<file path="src/core/sensor_power_sequencer_defs.vh">
// Timing figures and derived cycle counts for the sensor power sequencer
`ifndef SENSOR_POWER_SEQUENCER_DEFS_VH
`define SENSOR_POWER_SEQUENCER_DEFS_VH

// System clock rate
`define CLK_SYS_MHZ 125

// Rail-on step spacing, recommended minimum and documented maximum
`define RAIL_ON_GAP_US 5
`define RAIL_ON_GAP_MAX_US 10
`define RAIL_ON_GAP_CYCLES (`RAIL_ON_GAP_US * `CLK_SYS_MHZ)

// Rail-off step spacing, minimum zero, one cycle used
`define RAIL_OFF_GAP_US 0
`define RAIL_OFF_GAP_CYCLES 1

// Hard reset hold after the clock starts
`define RESET_HOLD_MS 1
`define RESET_HOLD_CYCLES (`RESET_HOLD_MS * 1000 * `CLK_SYS_MHZ)

// Internal initialisation, in reference clocks
`define INIT_REFCLKS 150000

// PLL lock wait after configuration
`define PLL_LOCK_MS 1
`define PLL_LOCK_CYCLES (`PLL_LOCK_MS * 1000 * `CLK_SYS_MHZ)

// Gap between power-down and next power-up
`define OFF_GAP_MS 100
`define OFF_GAP_CYCLES (`OFF_GAP_MS * 1000 * `CLK_SYS_MHZ)

// Wait for the end of the current frame after streaming stops
`define STANDBY_WAIT_MS 50
`define STANDBY_WAIT_CYCLES (`STANDBY_WAIT_MS * 1000 * `CLK_SYS_MHZ)

// Reference clock divider from the system clock (even, at least 2)
`define REFCLK_DIV 6

// Timer width
`define TIMER_W 32

`endif

</file>
<file path="src/core/sync_agree.v">
// Three-stage pin synchroniser, output moves when stages two and three agree
`timescale 1ns/1ns
module sync_agree (
    input wire clk_sys,
    input wire rst_n,
    input wire pin,
    output reg level
);
    reg meta;
    reg stage2;
    reg stage3;

    always @(posedge clk_sys) begin
        if (!rst_n) begin
            meta <= 1'b0;
            stage2 <= 1'b0;
            stage3 <= 1'b0;
            level <= 1'b0;
        end else begin
            meta <= pin;
            stage2 <= meta;
            stage3 <= stage2;
            if (stage2 == stage3) begin
                level <= stage3;
            end
        end
    end
endmodule

</file>
<file path="src/core/wait_timer.v">
// Loadable down-counter that marks the end of a minimum wait
`timescale 1ns/1ns
module wait_timer #(
    parameter W = 32,
    parameter [W-1:0] RESET_COUNT = 0
) (
    input wire clk_sys,
    input wire rst_n,
    input wire load,
    input wire [W-1:0] load_value,
    input wire tick,
    output wire expired
);
    reg [W-1:0] count;

    assign expired = (count == {W{1'b0}});

    always @(posedge clk_sys) begin
        if (!rst_n) begin
            count <= RESET_COUNT;
        end else if (load) begin
            count <= load_value;
        end else if (tick && !expired) begin
            count <= count - {{(W-1){1'b0}}, 1'b1};
        end
    end
endmodule

</file>
<file path="src/core/sensor_power_sequencer.v">
// Host-side power, reset, configuration and streaming sequencer for an image sensor
`timescale 1ns/1ns
`include "sensor_power_sequencer_defs.vh"
module sensor_power_sequencer #(
    parameter USE_SERIAL_RAIL = 0,
    parameter REFCLK_DIV = `REFCLK_DIV,
    parameter RAIL_ON_GAP_CYCLES = `RAIL_ON_GAP_CYCLES,
    parameter RESET_HOLD_CYCLES = `RESET_HOLD_CYCLES,
    parameter INIT_REFCLKS = `INIT_REFCLKS,
    parameter PLL_LOCK_CYCLES = `PLL_LOCK_CYCLES,
    parameter STANDBY_WAIT_CYCLES = `STANDBY_WAIT_CYCLES,
    parameter OFF_GAP_CYCLES = `OFF_GAP_CYCLES
) (
    input wire clk_sys,
    input wire rst_n,
    input wire power_up_req,
    input wire power_down_req,
    input wire rails_stable,
    input wire config_done,
    input wire stream_write_ack,
    output reg pll_supply_rail_en,
    output reg analog_supply_rail_en,
    output reg pixel_array_supply_rail_en,
    output reg core_supply_rail_en,
    output reg io_supply_rail_en,
    output reg serial_output_supply_rail_en,
    output reg external_reference_clock,
    output reg sensor_reset_n,
    output reg config_req,
    output reg stream_write_req,
    output reg stream_enable_bit,
    output reg streaming,
    output reg powered_off,
    output reg [4:0] sequence_state
);
    localparam W = `TIMER_W;
    localparam [4:0] S_OFF_GAP = 5'h00;
    localparam [4:0] S_IDLE = 5'h01;
    localparam [4:0] S_PLL_ON = 5'h02;
    localparam [4:0] S_ANA_ON = 5'h03;
    localparam [4:0] S_CORE_ON = 5'h04;
    localparam [4:0] S_IO_ON = 5'h05;
    localparam [4:0] S_SER_ON = 5'h06;
    localparam [4:0] S_SETTLE = 5'h07;
    localparam [4:0] S_RESET = 5'h08;
    localparam [4:0] S_INIT = 5'h09;
    localparam [4:0] S_CONFIG = 5'h0a;
    localparam [4:0] S_PLL_LOCK = 5'h0b;
    localparam [4:0] S_STREAM_ON = 5'h0c;
    localparam [4:0] S_STREAMING = 5'h0d;
    localparam [4:0] S_STREAM_OFF = 5'h0e;
    localparam [4:0] S_STANDBY = 5'h0f;
    localparam [4:0] S_SER_OFF = 5'h10;
    localparam [4:0] S_IO_OFF = 5'h11;
    localparam [4:0] S_CORE_OFF = 5'h12;
    localparam [4:0] S_ANA_OFF = 5'h13;
    localparam [4:0] S_PLL_OFF = 5'h14;
    localparam integer HALF_DIV = REFCLK_DIV / 2;
    localparam [15:0] HALF_LAST = HALF_DIV[15:0] - 16'h0001;

    reg [4:0] state;
    reg [4:0] next_state;
    reg [W-1:0] timer_value;
    reg timer_tick;
    reg [15:0] div_count;
    reg clock_run;
    reg refclk_rise;
    wire timer_load;
    wire timer_done;
    wire stable;
    wire ramping_up;

    sync_agree u_rails_sync (
        .clk_sys(clk_sys),
        .rst_n(rst_n),
        .pin(rails_stable),
        .level(stable)
    );

    // Reset lands in the off gap with the full count loaded
    wait_timer #(
        .W(W),
        .RESET_COUNT(OFF_GAP_CYCLES[W-1:0])
    ) u_timer (
        .clk_sys(clk_sys),
        .rst_n(rst_n),
        .load(timer_load),
        .load_value(timer_value),
        .tick(timer_tick),
        .expired(timer_done)
    );

    // Reference clock divider, running only once rails are settled
    always @(posedge clk_sys) begin
        if (!rst_n) begin
            div_count <= 16'h0000;
            external_reference_clock <= 1'b0;
            refclk_rise <= 1'b0;
        end else if (!clock_run) begin
            div_count <= 16'h0000;
            external_reference_clock <= 1'b0;
            refclk_rise <= 1'b0;
        end else if (div_count == HALF_LAST) begin
            div_count <= 16'h0000;
            external_reference_clock <= ~external_reference_clock;
            refclk_rise <= ~external_reference_clock;
        end else begin
            div_count <= div_count + 16'h0001;
            refclk_rise <= 1'b0;
        end
    end

    // A new wait is loaded on every state change
    assign timer_load = (next_state != state);

    always @* begin
        timer_tick = 1'b1;
        case (next_state)
            S_OFF_GAP: timer_value = OFF_GAP_CYCLES[W-1:0];
            S_PLL_ON: timer_value = RAIL_ON_GAP_CYCLES[W-1:0];
            S_ANA_ON: timer_value = RAIL_ON_GAP_CYCLES[W-1:0];
            S_CORE_ON: timer_value = RAIL_ON_GAP_CYCLES[W-1:0];
            S_IO_ON: timer_value = RAIL_ON_GAP_CYCLES[W-1:0];
            S_SER_ON: timer_value = RAIL_ON_GAP_CYCLES[W-1:0];
            S_RESET: timer_value = RESET_HOLD_CYCLES[W-1:0];
            S_INIT: timer_value = INIT_REFCLKS[W-1:0];
            S_PLL_LOCK: timer_value = PLL_LOCK_CYCLES[W-1:0];
            S_STANDBY: timer_value = STANDBY_WAIT_CYCLES[W-1:0];
            S_SER_OFF: timer_value = `RAIL_OFF_GAP_CYCLES;
            S_IO_OFF: timer_value = `RAIL_OFF_GAP_CYCLES;
            S_CORE_OFF: timer_value = `RAIL_OFF_GAP_CYCLES;
            S_ANA_OFF: timer_value = `RAIL_OFF_GAP_CYCLES;
            S_PLL_OFF: timer_value = `RAIL_OFF_GAP_CYCLES;
            default: timer_value = {W{1'b0}};
        endcase
        // Initialisation counts reference clock rising edges, not system cycles
        if (state == S_INIT) begin
            timer_tick = refclk_rise;
        end
    end

    assign ramping_up = (state >= S_PLL_ON) && (state <= S_PLL_LOCK);

    always @* begin
        next_state = state;
        case (state)
            S_OFF_GAP: begin
                if (timer_done) begin
                    next_state = S_IDLE;
                end
            end
            S_IDLE: begin
                if (power_up_req && !power_down_req) begin
                    next_state = S_PLL_ON;
                end
            end
            S_PLL_ON: begin
                if (timer_done) begin
                    next_state = S_ANA_ON;
                end
            end
            S_ANA_ON: begin
                if (timer_done) begin
                    next_state = S_CORE_ON;
                end
            end
            S_CORE_ON: begin
                if (timer_done) begin
                    next_state = S_IO_ON;
                end
            end
            S_IO_ON: begin
                if (timer_done) begin
                    next_state = (USE_SERIAL_RAIL != 0) ? S_SER_ON : S_SETTLE;
                end
            end
            S_SER_ON: begin
                if (timer_done) begin
                    next_state = S_SETTLE;
                end
            end
            S_SETTLE: begin
                if (stable) begin
                    next_state = S_RESET;
                end
            end
            S_RESET: begin
                if (timer_done) begin
                    next_state = S_INIT;
                end
            end
            S_INIT: begin
                if (timer_done) begin
                    next_state = S_CONFIG;
                end
            end
            S_CONFIG: begin
                if (config_done) begin
                    next_state = S_PLL_LOCK;
                end
            end
            S_PLL_LOCK: begin
                if (timer_done) begin
                    next_state = S_STREAM_ON;
                end
            end
            S_STREAM_ON: begin
                if (stream_write_ack) begin
                    next_state = S_STREAMING;
                end
            end
            S_STREAMING: begin
                if (power_down_req) begin
                    next_state = S_STREAM_OFF;
                end
            end
            S_STREAM_OFF: begin
                if (stream_write_ack) begin
                    next_state = S_STANDBY;
                end
            end
            S_STANDBY: begin
                if (timer_done) begin
                    next_state = S_SER_OFF;
                end
            end
            S_SER_OFF: begin
                if (timer_done) begin
                    next_state = S_IO_OFF;
                end
            end
            S_IO_OFF: begin
                if (timer_done) begin
                    next_state = S_CORE_OFF;
                end
            end
            S_CORE_OFF: begin
                if (timer_done) begin
                    next_state = S_ANA_OFF;
                end
            end
            S_ANA_OFF: begin
                if (timer_done) begin
                    next_state = S_PLL_OFF;
                end
            end
            S_PLL_OFF: begin
                if (timer_done) begin
                    next_state = S_OFF_GAP;
                end
            end
            default: begin
                next_state = S_SER_OFF;
            end
        endcase
        // Abort from S_PLL_ON to S_PLL_LOCK, except in S_CONFIG, goes straight to rail removal
        if (ramping_up && power_down_req && state != S_CONFIG) begin
            next_state = S_SER_OFF;
        end
    end

    always @(posedge clk_sys) begin
        if (!rst_n) begin
            state <= S_OFF_GAP;
        end else begin
            state <= next_state;
        end
    end

    // Pin and handshake outputs follow the next state so they move with it
    always @(posedge clk_sys) begin
        if (!rst_n) begin
            pll_supply_rail_en <= 1'b0;
            analog_supply_rail_en <= 1'b0;
            pixel_array_supply_rail_en <= 1'b0;
            core_supply_rail_en <= 1'b0;
            io_supply_rail_en <= 1'b0;
            serial_output_supply_rail_en <= 1'b0;
            clock_run <= 1'b0;
            sensor_reset_n <= 1'b0;
            config_req <= 1'b0;
            stream_write_req <= 1'b0;
            stream_enable_bit <= 1'b0;
            streaming <= 1'b0;
            powered_off <= 1'b1;
            sequence_state <= S_OFF_GAP;
        end else begin
            sequence_state <= next_state;
            powered_off <= (next_state == S_OFF_GAP) || (next_state == S_IDLE);
            streaming <= (next_state == S_STREAMING);
            config_req <= (next_state == S_CONFIG);
            stream_write_req <= (next_state == S_STREAM_ON) || (next_state == S_STREAM_OFF);
            if (next_state == S_STREAM_ON) begin
                stream_enable_bit <= 1'b1;
            end else if (next_state == S_STREAM_OFF) begin
                stream_enable_bit <= 1'b0;
            end
            case (next_state)
                S_PLL_ON: pll_supply_rail_en <= 1'b1;
                S_ANA_ON: begin
                    analog_supply_rail_en <= 1'b1;
                    pixel_array_supply_rail_en <= 1'b1;
                end
                S_CORE_ON: core_supply_rail_en <= 1'b1;
                S_IO_ON: io_supply_rail_en <= 1'b1;
                S_SER_ON: serial_output_supply_rail_en <= 1'b1;
                S_SETTLE: clock_run <= 1'b0;
                S_RESET: clock_run <= 1'b1;
                S_INIT: sensor_reset_n <= 1'b1;
                S_SER_OFF: begin
                    serial_output_supply_rail_en <= 1'b0;
                    sensor_reset_n <= 1'b0;
                    clock_run <= 1'b0;
                end
                S_IO_OFF: io_supply_rail_en <= 1'b0;
                S_CORE_OFF: core_supply_rail_en <= 1'b0;
                S_ANA_OFF: begin
                    analog_supply_rail_en <= 1'b0;
                    pixel_array_supply_rail_en <= 1'b0;
                end
                S_PLL_OFF: pll_supply_rail_en <= 1'b0;
                default: begin
                end
            endcase
        end
    end
endmodule

</file>
<file path="config.mk">
export PLATFORM = sky130hd
export DESIGN_NAME = sensor_power_sequencer
export DESIGN_NICKNAME = d
export VERILOG_FILES = /design/src/core/sync_agree.v /design/src/core/wait_timer.v /design/src/core/sensor_power_sequencer.v
export VERILOG_INCLUDE_DIRS = /design/src /design/src/core
export SDC_FILE = /design/constraint.sdc
export NUM_CORES = 1
export LEC_CHECK = 0
export ABC_AREA = 1
export BUFFER_PORTS_ARGS = -buffer_cell sky130_fd_sc_hd__buf_4
export CAP_MARGIN = 20
export CORE_ASPECT_RATIO = 1.25
export CORE_MARGIN = 2
export CORE_UTILIZATION = 46
export CTS_BUF_LIST = sky130_fd_sc_hd__clkbuf_8
export CTS_CLUSTER_DIAMETER = 30
export DETAILED_ROUTE_END_ITERATION = 12
export GPL_TIMING_DRIVEN = 0
export PLACE_DENSITY = 0.61
export RECOVER_POWER = 25
export SKIP_LAST_GASP = 1
export SYNTH_ARGS = -nofsm -noshare
export SYNTH_HDL_FRONTEND = slang
export SYNTH_HIERARCHICAL = 1
export SYNTH_SLANG_ARGS = --single-unit
</file>
<file path="constraint.sdc">
create_clock -name clk_sys -period 3.1 [get_ports clk_sys]
set_input_delay 0.155 -clock clk_sys [delete_from_list [all_inputs] [get_ports clk_sys]]
set_output_delay 0.155 -clock clk_sys [all_outputs]
set_load 0.01 [all_outputs]
</file>
======== Yosys cells after proc, flatten, opt, wreduce, memory -nomap -nowiden ========
Memories as Yosys holds them, arrays and structs flattened.
Cells that the tools add are included.
W data, S select, Z words.
storage, ports and cells
  memory bits (read-only) ................. 704
  word-level logic and storage cells ...... 131
  memories ................................ 1
  bits of input ports ..................... 7
  bits in registers ....................... 71
  output and inout port bits .............. 18
memories
  memory            words  bits a word  rd ports  clocked after Yosys merged registers in  write ports  line                          text
  (name not given)  32     22           1         0                                        0            sensor_power_sequencer.v:118  case (next_state)
cells by class
  muxes and demuxes ....................... 34
  magnitude comparators ................... 2
  bitwise operators ....................... 3
  eq/ne operators ......................... 42
  $add $sub $neg .......................... 2
  reductions and logical operators ........ 26
operators by type and width
  cell                     number
  $mux W5                  21
  $pmux W5 S20             1
  $eq A5 B4 Y1 const B     14
  $mux W32                 2
  $eq A5 B5 Y1 const B     10
  $eq A5 B3 Y1 const B     8
  $logic_not A32 Y1        1
  $sub A32 B1 Y32 const B  1
  $eq A5 B2 Y1 const B     4
  $reduce_bool A2 Y1       9
  $add A16 B1 Y16 const B  1
  $eq A16 B2 Y1 const B    1
  $pmux W1 S2              7
  $eq A5 B1 Y1 const B     2
  $logic_not A5 Y1         2
  $ge A5 B2 Y1 const B     1
  $le A5 B4 Y1 const B     1
  $logic_and A1 B1 Y1      5
  $ne A5 B4 Y1 const B     1
  $ne A5 B5 Y1             1
  $reduce_or A2 Y1         2
  $mux W1                  3
  $not A1 Y1               3
  $reduce_and A3 Y1        1
  other kinds (5)          7

======== Longest topological paths before layout ========
  depth after elaboration ................. 8
  depth in mapped cells ................... 24
  gate-level depth less buffers ........... 23

======== Hierarchy ========
Netlist, hierarchy kept.
modules (own cells, without submodules)
  module                  cells each  seq. area each (µm²)  area each (µm²)  instances
  sensor_power_sequencer  380         700.7                 2,369.8          1
  wait_timer              370         640.6                 2,328.5          1
  sync_agree              13          80.1                  116.4            1

======== Worst setup path before layout ========
No wires, ideal clock.
  path kind ............................... register -> register
  start ................................... register u_timer.count[0]
  end ..................................... register u_timer.count[25]
  path buffers ............................ 2
  period minus slack after synthesis ...... 3.300 ns
  path slack .............................. -0.200 ns
  arrival ................................. 3.172 ns
  stages on the path, launching flop included .. 24
  setup time .............................. 0.128 ns
  required time ........................... 2.972 ns
  cells stage by stage .................... dfxtp_1 -> inv_1 -> ha_1 -> nand2_2 -> nor2_8 -> nand3_1 -> nor3_1 -> inv_1 -> nand4_1 -> nand2_1 -> nor2_1 -> nand3_1 -> o21ai_1 -> nand2_1 -> nand2_1 -> nor2_1 -> nand2_1 -> buf_2 -> clkinv_1 -> clkbuf_1 -> nand3_1 -> nand2_1 -> nor2_1 -> nor2_1
between the ends
  longest elaborated chain between the ends .. 6
  elaborated cells on any way between the ends .. 24
  those cells by class .................... 1 x add/sub; 1 x eq/ne; 18 x mux; 4 x reduce/logical
ends and longest elaborated chain
  what                                                   line                          text
  from (decl)                                            wait_timer.v:14               reg [W-1:0] count;
  from (signal assigned)                                 wait_timer.v:22               count <= load_value;
  from (signal assigned)                                 wait_timer.v:24               count <= count - {{(W-1){1'b0}}, 1'b1};
  $logic_not A32 Y1 *                                    wait_timer.v:16               assign expired = (count == {W{1'b0}});
  net timer_done                                         sensor_power_sequencer.v:69   wire timer_done;
  $mux W5 (tied with other cells)                        sensor_power_sequencer.v:248  if (timer_done) begin
  $pmux W5 S20 *                                         sensor_power_sequencer.v:146  case (state)
  $mux W5 *                                              sensor_power_sequencer.v:257  if (ramping_up && power_down_req && state != S_CONFIG) begin
  $ne A5 B5 Y1 *                                         sensor_power_sequencer.v:114  assign timer_load = (next_state != state);
  net timer_load                                         sensor_power_sequencer.v:68   wire timer_load;
  $mux W32 / $reduce_bool A2 Y1 (equally long branches)  n/a
Mark *: on every way through the listed nets, which the timed path passes. The rest lies on a longest branch. The select of a mux whose other input is x is not followed.
A chain may end at the register's enable or synchronous reset.

======== Worst setup path after layout ========
  start ................................... register u_timer.count[0]
  end ..................................... register u_timer.count[4]
between the ends
  longest elaborated chain between the ends .. 6
  elaborated cells on any way between the ends .. 25
  those cells by class .................... 1 x add/sub; 1 x eq/ne; 18 x mux; 4 x reduce/logical; 1 x memory
ends and longest elaborated chain
  what                             line                          text
  $logic_not A32 Y1 *              wait_timer.v:16
  net timer_done                   sensor_power_sequencer.v:69
  $mux W5 (tied with other cells)  sensor_power_sequencer.v:248
  $pmux W5 S20 *                   sensor_power_sequencer.v:146
  $mux W5 *                        sensor_power_sequencer.v:257
  net next_state[0]                sensor_power_sequencer.v:62   reg [4:0] next_state;
  $mem_v2 Z32 W22 *                n/a
  net timer_value[4]               sensor_power_sequencer.v:63   reg [W-1:0] timer_value;
  $mux W32 *                       wait_timer.v:21               end else if (load) begin
Marks and branches as above.

==> summary.md <==
| Metric | Value |
|---|---|
| Sequential area share after synthesis | `0.295` |
| Crit-path leading delay family | `simple AND/OR/NAND/NOR gates` |
| Most frequent cells after synthesis | `nand2_1, nor2_1, dfxtp_1` |
| CTS H-Tree Depth | `3` |
| Min-Delay Path Depth | `3` |
| Total negative slack | `0 ns` |
| Sequence of cells on the critical path | `inv_2 -> ha_4 -> nand2_4 -> nor2_8 -> nand3_4 -> nor3_4 -> inv_2 -> nand4_1 -> nand2_2 -> nor2_4 -> nand3_2 -> o21ai_4 -> inv_2 -> ha_4 -> inv_4 -> nor2_4 -> nor2_4 -> nand2_2 -> a21oi_1 -> o22ai_1 -> a21oi_1` |
| Root buf cell | `clkbuf_8` |
| CP Class | `flop to flop` |
| Slew headroom | `0.487` |
| RR Startpoint | `u_timer/count[0]$_SDFFE_PN0P_` |
| Pin count of the biggest net entering global routing | `15` |
| Reg clk slew, reported paths | `0.09 ns` |
| Starting Density | `0.474` |
| Port Buffers | `24` |
| Worst Setup End Kind | `flop` |
| Worst VDD drop | `0.343 mV` |
| First-pass GRT wire length | `21400 µm` |
| Slowest-stage cell, CP | `dfxtp_2` |
| DRC | `0` |
| Max stage delay on crit path | `0.33 ns` |
| Core area | `10200 µm²` |
| Unrepaired setup endpoints after global routing | `yes` |
| Bufs on Longest Clock Path | `2` |
| GRT Util Overall | `0.239` |
| Most common cell in the synthesized netlist | `nand2_1` |
| Fraction of layout cells with a size suffix above 1 | `0.217` |
| Final layout net count | `858` |
| Vias | `5059` |
| Worst R2R End | `u_timer/count[4]$_SDFFE_PN0P_` |
| CTS tree | `done` |
| Startpoint types | `flop` |
| Yosys top cell area share | `0.295` |
| Setup ws final | `0.108 ns` |
| Chip width | `95.5 µm` |
| DRT antenna net count | `0` |
| Vias per cell | `5.19` |
| Top flop regs | `u_timer/count x32, div_count x16, sequence_state x5` |
| Max FFs per register | `32` |
| Wirelength, routed | `13700 µm` |
| Antenna Cells | `0` |
| Flop2flop setup slack | `0.11 ns` |
| Synth-to-Final Area Change | `23.8%` |
| Max-cap violation count | `0` |
| Synth cell types | `44` |
| Total CTS buffers | `9` |
| Critical path buffer and inverter count | `4` |
| First DRT Iteration DRCs | `230` |
| Num rows | `41` |
| Setup violations, final | `0` |
| Yosys top cell by area | `dfxtp_1` |
| Fmax achieved | `334 MHz` |
| Worst-case clock skew | `0.0134 ns` |
| CP max FO | `6` |
| Post-DP HPWL | `9740 µm` |
| CP required | `3.39 ns` |
| Worst Hold Class | `input port to flop` |
| Synthesized flop and latch total | `71` |
| Fin. max-slew vios | `0` |
| Final instance area | `5960 µm²` |
| Leakage power | `0.00264 µW` |
| Worst slew pin tran | `0.764 ns` |
| Worst reg-to-reg path cell count | `21` |
| Post-synth EDFFs | `0` |
| Placer congestion estimate | `0.943` |
| WL per Instance | `14.0 µm` |
| Worst path arrival time | `3.28 ns` |
| Clock latency on the worst-skew pair | `0.36 ns` |
| Die area | `11300 µm²` |
| Ys flop type | `dfxtp_1` |
| Fin. Hold Viols | `0` |
| Outcome | `complete, no violations` |
| First drt pass iteration count | `5` |
| Post-synthesis instance total | `763` |
| Final worst path period share | `0.965` |
| Worst slack at placement | `-0.871 ns` |
| Worst Hold End | `u_rails_sync/stage2$_SDFF_PN0_` |
| Die Y | `118 µm` |
| Synth area leaders | `dfxtp_1, nand2_1, nor2_1, nand3_1, inv_1` |
| Io pins | `25` |
| Minimum clock period | `2.99 ns` |
| Initial antenna violation count | `0` |
| Global route overflow | `0` |
| Vias in the first global route | `4615` |
| Worst Hold Launch | `rst_n` |
| Average cell area after synthesis | `6.31 µm²` |
| Asr flop ratio synth | `0` |
| Synth warnings | `6` |
| Post-DP Area | `5200 µm²` |
| Top reg by flops | `u_timer/count` |
| CTS Sinks | `71` |
| Post-Syn Area | `4810 µm²` |
| PD cells | `344 nW/µm²` |
==> worst reg2reg max path, delay by kind of cell (launching register included) <==
family	cells	cell delay, ns
and+or+nand+nor	11	1.17
AOI/OAI and AO/OA	4	0.73
buffers and inverters	4	0.36
DFF	1	0.33
adders and majority gates	2	0.33
==> area by class of cell <==
cell class	count	area, µm²
plain buffers	20	169
clock inverters	7	101
multi-input cells	604	3260
fillers	1012	4200
repair buffers	59	408
inverters	76	295
flip-flops and latches	71	1440
clock buffers	9	124
well taps	129	161
==> report_power, final <==
part,total (µW),internal (µW),leakage (µW),switching [µW]
registers,981,941,0.000577,40.6
clock network,858,461,0.000107,397
logic,214,89.6,0.00196,124
total,2050,1490,0.00264,561
==> placed cells by master, fill, tap and decap left out, types with 3 or more instances in the layout <==
cell | synthesis | final
nor4_1 | 4 | 4
clkbuf_8 | 0 | 9
o21ai_1 | 4 | 6
inv_1 | 67 | 58
nand2_2 | 10 | 12
a21oi_1 | 35 | 32
nand3_1 | 67 | 64
nor3_1 | 9 | 8
dfxtp_1 | 71 | 59
nor2_2 | 12 | 13
conb_1 | 1 | 10
xnor2_1 | 3 | 3
ha_1 | 10 | 6
xor2_1 | 20 | 20
ha_4 | 0 | 4
inv_2 | 7 | 15
nand2_1 | 182 | 177
inv_6 | 0 | 3
o21bai_1 | 5 | 5
o211ai_1 | 5 | 5
clkbuf_1 | 8 | 16
nand4_1 | 13 | 13
buf_4 | 4 | 46
nor2_1 | 153 | 138
nand2_4 | 3 | 5
nor3_2 | 5 | 4
nor2_4 | 8 | 22
buf_6 | 6 | 9
o21ai_0 | 23 | 20
dfxtp_2 | 0 | 11
o21ai_2 | 3 | 3
==> metrics by stage <==
step            util  hold WS, ns  power, µW  instances
6_report       0.587       0.0383       2050        975
5_1_grt        0.587       0.0615       2140        975
4_1_cts        0.561       0.0273       2050        955
3_5_place_dp   0.512        0.348       1170        925
3_3_place_gp   0.512        0.330       1170        925
2_1_floorplan      -        0.248       1130        772
==> repair_timing <==
action	CTS	global route
cloned	0	0
hold buffers	1	0
buffers inserted	13	21
pin swaps	19	26
endpoints found under the hold margin	1	0
setup endpoints to repair	43	34
gates resized for setup	55	50
==> cell families (layout without fill, tap and decap cells) <==
family | count (synthesis) | in the layout | share of synthesized area
and+or+nand+nor | 475 | 475 | 0.443
buffers and inverters | 97 | 171 | 0.0889
AOI/OAI and AO/OA | 86 | 86 | 0.105
DFF | 71 | 71 | 0.295
xor gates and xnor gates | 23 | 23 | 0.0418
adders and majority gates | 10 | 10 | 0.0260
other | 1 | 10 | 0.000779
==> how the worst max path moves through the flow <==
stage                                        startpoint                        endpoint  slack (ns)  cells after the start
final                     u_timer/count[0]$_SDFFE_PN0P_   u_timer/count[4]$_SDFFE_PN0P_        0.11                     21
after global routing      u_timer/count[0]$_SDFFE_PN0P_  u_timer/count[12]$_SDFFE_PN1P_       -0.09                     22
after CTS                 u_timer/count[0]$_SDFFE_PN0P_  u_timer/count[18]$_SDFFE_PN1P_        0.01                     24
after detailed placement  u_timer/count[0]$_SDFFE_PN0P_   u_timer/count[0]$_SDFFE_PN0P_       -0.87                     21
after global placement    u_timer/count[0]$_SDFFE_PN0P_   u_timer/count[0]$_SDFFE_PN0P_       -0.83                     21
after floorplan           u_timer/count[0]$_SDFFE_PN0P_  u_timer/count[25]$_SDFFE_PN0P_        0.06                     23
==> layer usage <==
layer / share of wire / routed length (µm) / track usage / vias up
met5: 0 / 0 / 0 / -
li1: - / - / - / 2600
met1: 0.43 / 5880 / 0.291 / 2315
met4: 0.032 / 437 / 0.0920 / 0
met2: 0.50 / 6880 / 0.413 / 116
met3: 0.033 / 453 / 0.0382 / 28
No activity file was read; power rests on OpenSTA's default activity.
